--- src/rtl/ext0_defs.svh ---
// Purpose: register offsets, field positions and reset values of the pin-0 interrupt block
// Assumes: 32-bit APB data, one aligned word per register
// Notes:   offsets are byte addresses
`ifndef EXT0_DEFS_SVH
`define EXT0_DEFS_SVH

`define EXT0_CTRL_OFS      8'h00
`define EXT0_IEN_OFS       8'h04
`define EXT0_FLAG_OFS      8'h08
`define EXT0_SKIP_OFS      8'h0c
`define EXT0_ISTAT_OFS     8'h10
`define EXT0_IMASK_OFS     8'h14
`define EXT0_PORT_OFS      8'h18
`define EXT0_WAKE_OFS      8'h1c

`define EXT0_CTRL_EN_BIT   3
`define EXT0_CTRL_RISE_BIT 2
`define EXT0_CTRL_BOTH_BIT 1
`define EXT0_CTRL_SYNC_BIT 0
`define EXT0_IEN_BIT       0
`define EXT0_PORT_OUT_BIT  0
`define EXT0_PORT_OE_BIT   1

`define EXT0_CTRL_RST      4'h0
`define EXT0_ISTAT_W       2
`define EXT0_IST_RST       2'h0

`endif

--- src/rtl/ext0_pkg.sv ---
// Purpose: shared types of the pin-0 interrupt block
// Assumes: nothing beyond the defs header
// Notes:   field order of pin0_ctrl_s matches the control register bits 3..0
package ext0_pkg;

  typedef struct packed {
    logic in_en;
    logic wave_rise;
    logic both_edges;
    logic timer_sync;
  } pin0_ctrl_s;

  typedef struct packed {
    logic detect;
    logic by_ctrl;
  } pin0_event_s;

endpackage

--- src/rtl/ext0_edge_detect.sv ---
// Purpose: valid-waveform detector for interrupt pin 0
// Assumes: pin input is synchronous to pclk
// Notes:   in single-edge mode control changes act on the detector like pin changes do; in both-edge mode only pin changes count
`timescale 1ns/10ps
module ext0_edge_detect
  import ext0_pkg::*;
(
  input  wire logic        pclk,
  input  wire logic        presetn,
  input  wire logic        pin,
  input  pin0_ctrl_s       ctrl,
  output pin0_event_s      ev
);

  logic prev_eff;
  logic prev_pin;
  logic prev_en;
  wire  eff;
  wire  one_edge;
  wire  any_edge;
  wire  hit;

  // level seen through enable and polarity; a control write can make it rise
  assign eff      = ctrl.in_en & (pin ~^ ctrl.wave_rise);
  assign one_edge = eff & ~prev_eff;
  assign any_edge = ctrl.in_en & prev_en & (pin ^ prev_pin);
  assign hit      = ctrl.both_edges ? any_edge : one_edge;
  assign ev       = '{detect: hit, by_ctrl: hit & (pin == prev_pin)};

  always_ff @(posedge pclk or negedge presetn) begin
    if (!presetn) begin
      prev_eff <= 1'b0;
      prev_pin <= 1'b0;
      prev_en  <= 1'b0;
    end else begin
      prev_eff <= eff;
      prev_pin <= pin;
      prev_en  <= ctrl.in_en;
    end
  end

endmodule

--- src/rtl/ext0_irq_ctrl.sv ---
// Purpose: external interrupt pin 0 control with APB register access
// Assumes: pin input synchronous to pclk; APB slave with no wait state
// Notes:   the skip register read stands in for the skip-on-flag instruction
//
// Functional notes
// - enable bit write may set request flag
// - waveform bit write may set request flag
// - enable bit zero ignores pin input
// - skip read clears flag; software adds no-op
// - shared port output usable while pin selected
`timescale 1ns/10ps
`include "ext0_defs.svh"
module ext0_irq_ctrl
  import ext0_pkg::*;
#(
  parameter int ADDR_W = 8
)
(
  input  wire logic              pclk,
  input  wire logic              presetn,
  input  wire logic              psel,
  input  wire logic              penable,
  input  wire logic              pwrite,
  input  wire logic [ADDR_W-1:0] paddr,
  input  wire logic [31:0]       pwdata,
  output logic      [31:0]       prdata,
  output logic                   pready,
  output logic                   pslverr,
  input  wire logic              ext_irq_pin_zero,
  output logic                   shared_port_bit_out,
  output logic                   shared_port_bit_oe,
  output logic                   wakeup_req,
  output logic                   irq
);

  if (ADDR_W < 5 || ADDR_W > 32) begin : g_addr_check
    $error("ADDR_W must lie between 5 and 32");
  end

  pin0_ctrl_s                 ctrl;
  logic                       interrupt_enable_reg;
  logic                       ext0_request_flag;
  logic [`EXT0_ISTAT_W-1:0]   istat;
  logic [`EXT0_ISTAT_W-1:0]   imask;
  logic                       port_out;
  logic                       port_oe;
  logic                       pin0_keyon_wakeup_bit;
  logic                       skip_cap;
  pin0_event_s                ev;

  logic [`EXT0_ISTAT_W-1:0]   next_istat;
  logic                       next_flag;
  logic [31:0]                next_rdata;

  wire setup    = psel & ~penable;
  wire access   = psel & penable;
  wire wr_acc   = access & pwrite;
  wire rd_setup = setup & ~pwrite;
  wire sel_ctrl  = paddr == ADDR_W'(`EXT0_CTRL_OFS);
  wire sel_ien   = paddr == ADDR_W'(`EXT0_IEN_OFS);
  wire sel_flag  = paddr == ADDR_W'(`EXT0_FLAG_OFS);
  wire sel_skip  = paddr == ADDR_W'(`EXT0_SKIP_OFS);
  wire sel_istat = paddr == ADDR_W'(`EXT0_ISTAT_OFS);
  wire sel_imask = paddr == ADDR_W'(`EXT0_IMASK_OFS);
  wire sel_port  = paddr == ADDR_W'(`EXT0_PORT_OFS);
  wire sel_wake  = paddr == ADDR_W'(`EXT0_WAKE_OFS);
  wire hit = sel_ctrl | sel_ien | sel_flag | sel_skip | sel_istat | sel_imask | sel_port | sel_wake;
  wire ctrl_wr  = wr_acc & sel_ctrl;
  // the skip answer is taken in setup so the clear lines up with the data returned
  wire skip_ok  = ext0_request_flag & ~interrupt_enable_reg;
  wire skip_clr = access & ~pwrite & sel_skip & skip_cap;
  wire accept   = ext0_request_flag & interrupt_enable_reg;
  wire [`EXT0_ISTAT_W-1:0] w1c = (wr_acc & sel_istat) ? pwdata[`EXT0_ISTAT_W-1:0] : '0;
  wire [`EXT0_ISTAT_W-1:0] new_ev = {ev.by_ctrl, accept};
  wire [`EXT0_ISTAT_W-1:0] next_imask = (wr_acc & sel_imask) ? pwdata[`EXT0_ISTAT_W-1:0] : imask;

  assign pready  = 1'b1;
  assign pslverr = access & ~hit;

  ext0_edge_detect u_edge (
    .pclk    (pclk),
    .presetn (presetn),
    .pin     (ext_irq_pin_zero),
    .ctrl    (ctrl),
    .ev      (ev)
  );

  // set wins over both clears; an accepted request moves into the status register
  assign next_flag  = ev.detect | (ext0_request_flag & ~accept & ~skip_clr);
  assign next_istat = (istat & ~w1c) | new_ev;

  always_comb begin
    next_rdata = 32'h0000_0000;
    if (sel_ctrl) begin
      next_rdata[3:0] = ctrl;
    end else if (sel_ien) begin
      next_rdata[`EXT0_IEN_BIT] = interrupt_enable_reg;
    end else if (sel_flag) begin
      next_rdata[1:0] = {ext_irq_pin_zero, ext0_request_flag};
    end else if (sel_skip) begin
      next_rdata[0] = skip_ok;
    end else if (sel_istat) begin
      next_rdata[`EXT0_ISTAT_W-1:0] = istat;
    end else if (sel_imask) begin
      next_rdata[`EXT0_ISTAT_W-1:0] = imask;
    end else if (sel_port) begin
      next_rdata[1:0] = {port_oe, port_out};
    end else if (sel_wake) begin
      next_rdata[0] = pin0_keyon_wakeup_bit;
    end
  end

  always_ff @(posedge pclk or negedge presetn) begin
    if (!presetn) begin
      prdata   <= 32'h0000_0000;
      skip_cap <= 1'b0;
    end else if (rd_setup) begin
      prdata   <= next_rdata;
      skip_cap <= sel_skip & skip_ok;
    end
  end

  always_ff @(posedge pclk or negedge presetn) begin
    if (!presetn) begin
      ctrl                  <= `EXT0_CTRL_RST;
      interrupt_enable_reg  <= 1'b0;
      port_out              <= 1'b0;
      port_oe               <= 1'b0;
      pin0_keyon_wakeup_bit <= 1'b0;
    end else if (wr_acc) begin
      if (sel_ctrl) ctrl <= pwdata[3:0];
      if (sel_ien) interrupt_enable_reg <= pwdata[`EXT0_IEN_BIT];
      if (sel_port) begin
        port_out <= pwdata[`EXT0_PORT_OUT_BIT];
        port_oe  <= pwdata[`EXT0_PORT_OE_BIT];
      end
      if (sel_wake) pin0_keyon_wakeup_bit <= pwdata[0];
    end
  end

  always_ff @(posedge pclk or negedge presetn) begin
    if (!presetn) begin
      ext0_request_flag <= 1'b0;
      istat             <= `EXT0_IST_RST;
      imask             <= `EXT0_IST_RST;
      irq               <= 1'b0;
      wakeup_req        <= 1'b0;
    end else begin
      ext0_request_flag <= next_flag;
      istat             <= next_istat;
      imask             <= next_imask;
      irq               <= |(next_istat & next_imask);
      wakeup_req        <= pin0_keyon_wakeup_bit & ev.detect;
    end
  end

  // port latch drives the pin whatever the interrupt selection is
  assign shared_port_bit_out = port_out;
  assign shared_port_bit_oe  = port_oe;
endmodule

--- config.mk ---
export PLATFORM = sky130hd
export DESIGN_NAME = ext0_irq_ctrl
export DESIGN_NICKNAME = d
export VERILOG_FILES = /design/src/rtl/ext0_pkg.sv /design/src/rtl/ext0_edge_detect.sv /design/src/rtl/ext0_irq_ctrl.sv
export VERILOG_INCLUDE_DIRS = /design/src /design/src/rtl
export SDC_FILE = /design/constraint.sdc
export NUM_CORES = 1
export LEC_CHECK = 0
export BUFFER_PORTS_ARGS = -buffer_cell sky130_fd_sc_hd__buf_4
export CORE_UTILIZATION = 43
export CTS_CLUSTER_SIZE = 24
export DETAILED_ROUTE_END_ITERATION = 16
export MAX_ROUTING_LAYER = met4
export PLACE_DENSITY = 0.8
export SETUP_SLACK_MARGIN = 0.15
export SYNTH_ARGS = -nofsm -noshare
export SYNTH_HDL_FRONTEND = slang
export SYNTH_SLANG_ARGS = --single-unit
export TNS_END_PERCENT = 10
--- constraint.sdc ---
create_clock -name pclk -period 1.4 [get_ports pclk]
set_clock_uncertainty 0.05 [all_clocks]
set_input_delay 0.14 -clock pclk [delete_from_list [all_inputs] [get_ports pclk]]
set_output_delay 0.14 -clock pclk [all_outputs]
set_load 0.02 [all_outputs]
# ---- Word-level counts from Yosys, hierarchy flattened
# Cells that the tools add are included.
dict set report word_totals {
  ramBits 0
  rom_bits 0
  in_bits 46
  register_bits 23
  out_inout_bits 38
  mem_count 0
  latchBits 0
  wordCells 89
}
dict set report op_classes {
  add_sub_neg 0
  shift 0
  n_mux 15
  div_mod_pow 0
  reduce_logical 6
  eq_ne 8
  mul 0
  magnitude_cmp 0
  bitwise_logic 42
}
# operator count
set op_table {}
lappend op_table {{== test 8 x 5 -> 1 bit (second input constant)} 4}
lappend op_table {{bitwise AND 1 bit} 21}
lappend op_table {{== test 8 x 4 -> 1 bit (second input constant)} 2}
lappend op_table {{two-way mux 2 bit} 7}
lappend op_table {{== test 8 x 3 -> 1 bit (second input constant)} 1}
lappend op_table {{zero test 8 bit} 1}
lappend op_table {{two-way mux 1 bit} 8}
lappend op_table {{OR 1 bit} 8}
lappend op_table {{AND reduction 2 bit} 4}
lappend op_table {{NOT 1 bit} 7}
lappend op_table {{bitwise AND 2 bit} 2}
lappend op_table {{NOT 2 bit} 1}
lappend op_table {{OR 2 bit} 1}
lappend op_table {{OR reduction 2 bit} 1}
lappend op_table {{== test 1 bit} 1}
lappend op_table {{bitwise XNOR 1 bit} 1}
lappend op_table {{bitwise XOR 1 bit} 1}

# ---- Logic depth before layout (Yosys ltp)
dict set report logic_depth {
  word_depth 10
  ltp_mapped 5
  depth_no_buf 4
}

# ---- Hierarchy
# Synthesis repeated with hierarchy kept, for this count alone.
dict set report hier_totals {
  cells_unflattened 134
  area_unflattened_um2 1403.8
}
# mod area_per_inst_um2 cells_each instances seq_area_each_um2
set by_module_without_submodules {}
lappend by_module_without_submodules {ext0_irq_ctrl 1263.7 122 1 500.5}
lappend by_module_without_submodules {ext0_edge_detect 140.1 12 1 75.1}

# ---- Least setup slack after synthesis
# OpenSTA, ideal clock, no wires.
dict set report synth_timing {
  path_kind {input port to flip-flop}
  startpoint {in paddr[5]}
  endpoint {reg port_oe, in the netlist shared_port_bit_oe}
  stages 4
  t_arrival_ps 1282
  setup_time_ps 125
  t_required_ps 1225
  setup_slack_ps -57
  n_path_buf 0
  path_cell_list {nor4b_4 nand3_2 or3b_4 mux2_4}
}
dict set report synth_via {
  elab_chain_cells 2
}
# item line
set synth_lines {}
lappend synth_lines {{start, declared} ext0_irq_ctrl.sv:24} ;# input wire logic [ADDR_W-1:0] paddr,
lappend synth_lines {{== test 8 x 5 -> 1 bit} ext0_irq_ctrl.sv:65} ;# wire sel_port = paddr == ADDR_W'(`EXT0_PORT_OFS);
lappend synth_lines {{AND reduction 2 bit (no line)} -}
lappend synth_lines {{end signal, assigned} ext0_irq_ctrl.sv:135} ;# port_oe <= pwdata[`EXT0_PORT_OE_BIT];
lappend synth_lines {{end, declared} ext0_irq_ctrl.sv:46} ;# logic port_oe;
# No other way between the ends.
# A chain may end at the register's enable or synchronous reset.

# ---- Worst setup path after layout
dict set report layout_timing {
  startpoint {reg pin0_keyon_wakeup_bit}
  endpoint {reg prdata[0]}
}
dict set report layout_via {
  elab_chain_cells 8
}
# item line
set layout_lines {}
lappend layout_lines {{start, declared} ext0_irq_ctrl.sv:47} ;# logic pin0_keyon_wakeup_bit;
lappend layout_lines {{start signal, assigned} ext0_irq_ctrl.sv:137} ;# if (sel_wake) pin0_keyon_wakeup_bit <= pwdata[0];
lappend layout_lines {{two-way mux 1 bit} ext0_irq_ctrl.sv:108} ;# end else if (sel_wake) begin
lappend layout_lines {{two-way mux 1 bit} ext0_irq_ctrl.sv:106} ;# end else if (sel_port) begin
lappend layout_lines {{two-way mux 2 bit} ext0_irq_ctrl.sv:104} ;# end else if (sel_imask) begin
lappend layout_lines {{two-way mux 2 bit} ext0_irq_ctrl.sv:102} ;# end else if (sel_istat) begin
lappend layout_lines {{two-way mux 1 bit} ext0_irq_ctrl.sv:100} ;# end else if (sel_skip) begin
lappend layout_lines {{two-way mux 2 bit} ext0_irq_ctrl.sv:98} ;# end else if (sel_flag) begin
lappend layout_lines {{two-way mux 1 bit} ext0_irq_ctrl.sv:96} ;# end else if (sel_ien) begin
lappend layout_lines {{two-way mux 2 bit} ext0_irq_ctrl.sv:94} ;# if (sel_ctrl) begin
lappend layout_lines {{end signal, assigned} ext0_irq_ctrl.sv:118} ;# prdata <= next_rdata;
lappend layout_lines {{end, declared} ext0_irq_ctrl.sv:26} ;# output logic [31:0] prdata,
# No other way between the ends.

==> metrics.csv <==
stage;metric;value;unit
run_status;status;completed;
setup_path;worst r2r path cells;3;
drt;ANT nets after route;0;
timing;final worst-path setup slack;0.0882;ns
drt;number of vias per cell after detailed routing;4.99;
global_route;sum of overflow across all layers after global routing;0;
finish;area added between synthesis and finish;26.5;%
floorplan;core area;3050;um^2
drt;Initial DRT Pass Iterations;4;
finish;most frequent standard cell in the layout excluding fill and tap cells;sky130_fd_sc_hd__buf_4;
timing;final hold violation count;0;
setup_path;FF-to-FF Start;pin0_keyon_wakeup_bit$_DFFE_PN0P_;
setup_path;Buffers & Inverters on Critical Path;0;
clock_tree;H-tree depth;1;
synth;dominant cells by area after synthesis;sky130_fd_sc_hd__dfrtp_1 42%, sky130_fd_sc_hd__buf_4 16%, sky130_fd_sc_hd__mux2_2 5.7%;
placed_design;Inst Count DP;218;
hold_path;class of the most critical hold timing path;in -> reg;
hold_path;end of the worst hold path;ctrl[1]$_DFFE_PN0P_;
placed_design;pre-CTS setup slack;-0.236;ns
global_route;met2 global-route usage;32.8;%
clock_tree;clock net sink count;23;
global_route;via count of the first global-routing pass;1092;
synth;Synth cell types;40;
synth;synthesized netlist cell count;137;
finish;layout cells sized above 1;37.1;%
finish;Layout Nets;233;
finish;count of non-filler cells in the finished layout;230;
clock_tree;number of buffers on the longest clock path;2;
setup_path;required time of the worst setup path;1.56;ns
timing;setup repair after global routing missed its margin;yes;
synth;mapped cell area;1390;um^2
synth;Avg Inst Size Synth;10.1;um^2
finish;final standard cell area without fillers;1750;um^2
setup_path;Slowest-stage cell, CP;sky130_fd_sc_hd__mux4_2;
setup_path;arrival time at the worst endpoint;1.47;ns
global_route;global-route wire length before repair;4.81;mm
drt;number of DRC violations after detailed routing;0;
setup_path;flop2flop setup slack;0.09;ns
drt;DRC marker count from the first detailed-route iteration;30;
clock_tree;CTS tree;yes;
power_and_ir_drop;Pwr per Cell Area;727;nW/um^2
floorplan;Die Height;58.8;um
floorplan;Total Die Area;3450;um^2
timing;Setup violations, final;0;
floorplan;Starting Density;45.4;%
synth;Seq/Total Area, Yosys;41.6;%
global_route;global routing usage summed across all routing layers;19.9;%
timing;fin crit period;1.31;ns
floorplan;count of pins on the block boundary;84;
clock_tree;number of buffers created by CTS;3;
global_route;M1 GR Usage;22.3;%
setup_path;CP peak stage delay;0.49;ns
floorplan;horizontal die dimension;58.8;um
timing;setup_tns;0;ns
synth;number of enable flip-flop cells after synthesis;0;
placed_design;Detailed Place HPWL;2.37;mm
clock_tree;clock latency on the worst-skew pair;0.31;ns
floorplan;number of standard-cell rows in the floorplan;20;
setup_path;type of element launching the critical path;register;
synth;portion of synthesized cell area occupied by the leading cell type;41.6;%
finish;highest-count cells in the layout ignoring fill and taps;44 x sky130_fd_sc_hd__buf_4, 29 x sky130_fd_sc_hd__conb_1, 23 x sky130_fd_sc_hd__dfrtp_1, 12 x sky130_fd_sc_hd__nand2_1, 10 x sky130_fd_sc_hd__nor2_1;
placed_design;number of input and output port buffers inserted;26;
global_route;most heavily used metal layer in global routing;met2;
timing;Period Utilization, post-route;93.7;%
hold_path;hold path depth;2;
drt;Post-Route WL;3.07;mm
synth;Yosys warning count;0;
power_and_ir_drop;Max rail drop VDD;0.000423;V
finish;fillcell total;278;
placed_design;cell area after placement;1630;um^2
drt;Via Count;1147;
timing;highest clock frequency the design can meet;762;MHz
clock_tree;clock root cell;sky130_fd_sc_hd__clkbuf_4;
global_route;pin count of the biggest net entering global routing;24;
finish;area of the multi-input gates;687;um^2
setup_path;worst reg2reg path endpoint;prdata[0]$_DFFE_PN0P_;
setup_path;endpoint type of the worst setup path;register;
synth;cell type with the highest aggregate area in the netlist;sky130_fd_sc_hd__dfrtp_1;
clock_tree;clock input transition at the sequential cells of the worst setup and hold paths;0.12;ns
setup_path;list of cells traversed by the critical path;mux4_2 -> a21oi_2 -> o21ai_1;
power_and_ir_drop;cell leakage power;0.898;nW
drt;wire length per cell after detailed routing;13.3;um
setup_path;critical path fanouts, max;2;
synth;count of state elements after synthesis;23;
synth;Async S/R FF share, synth;100;%
global_route;antenna violations before repair;0;
setup_path;Setup Crit Path Kind;reg -> reg;
finish;total area of sequential cells;576;um^2
hold_path;start point of the worst min-delay path;pwdata[1];
flow_run;max cap viols;0;
setup_path;Top delay family on crit path;multiplexers;
timing;number of slew-limit violations in the final report;0;
global_route;met3 Resource Use GR;3.52;%
synth;most frequently used flop master after synthesis;sky130_fd_sc_hd__dfrtp_1;
finish;number of inserted diodes;0;
placed_design;placer's final routability congestion estimate;0.944;
finish;Top Registers;ctrl: 4 flops, prdata: 4 flops;
## cells in the mapped netlist (all sizes together) (3+ instances only)
library cell / number
nor2: 10
mux2: 9
nand4: 3
nand3: 6
inv: 3
a22o: 3
a21oi: 3
dfrtp: 23
nor4: 3
buf: 30
nand2: 12
## power by group
group	switching (mW)	internal [mW]	total, mW
combinational	0.171	0.107	0.278
clock	0.192	0.111	0.304
sequential	0.0119	0.680	0.692
total	0.375	0.898	1.27
## layer usage
layer  vias to the layer above  part of all wire, %  wire length, um
li1                        522                    -                -
met1                       542                   39             1190
met2                        70                   51             1560
met3                        13                  6.5              200
met4                         0                  3.6              109
met5                         -                    0                0
## worst register-to-register path, stage by stage, from the launching register on
cell and delay [ns]:
sky130_fd_sc_hd__dfrtp_1 0.41, sky130_fd_sc_hd__mux4_2 0.49, sky130_fd_sc_hd__a21oi_2 0.18, sky130_fd_sc_hd__o21ai_1 0.08
## cell families after synthesis
family | Yosys count | synth area share [%]
AO/OA/AOI/OAI | 17 | 9.39
XOR/XNOR | 2 | 1.26
buffers and inverters | 35 | 17.4
flip-flops | 23 | 41.6
multiplexers | 11 | 10.2
other | 2 | 0.542
AND/OR/NAND/NOR | 47 | 19.6
## worst max path at each step
stage	start	end	slack (ns)	cells after the start
CTS	ctrl[2]$_DFFE_PN0P_	wakeup_req$_DFF_PN0_	0.11	4
global route	pin0_keyon_wakeup_bit$_DFFE_PN0P_	prdata[0]$_DFFE_PN0P_	0.04	3
finish	pin0_keyon_wakeup_bit$_DFFE_PN0P_	prdata[0]$_DFFE_PN0P_	0.09	3
floorplan	paddr[6]	shared_port_bit_oe$_DFFE_PN0P_	-0.05	4
detailed placement	paddr[6]	shared_port_bit_oe$_DFFE_PN0P_	-0.24	5
global placement	paddr[6]	shared_port_bit_oe$_DFFE_PN0P_	-0.18	5
## final cells by class
class | instances | area share, %
flip-flops and latches | 23 | 32.9
clock buffers | 4 | 1.50
repair buffers | 50 | 22.6
well taps | 44 | 3.14
multi-input cells | 106 | 39.2
inverters | 3 | 0.643
## timing repair
item	4_1_cts	5_1_grt
buffers inserted	4	0
pin swaps	5	2
endpoints found under the hold margin	26	0
gates resized for setup	7	1
hold buffers	4	0
setup endpoints to repair	7	7
## per-stage QoR
stage / hold WS (ns) / util, % / power [mW]
6_report: 0.0441 / 57.4 / 1.27
5_1_grt: 0.0386 / 57.4 / 1.32
4_1_cts: 0.0394 / 57.4 / 1.28
3_5_place_dp: -0.00396 / 53.3 / 0.958
3_3_place_gp: -0.00802 / 53.3 / 0.952
2_1_floorplan: -0.206 / - / 0.903
(Power assumes the default switching activity.)
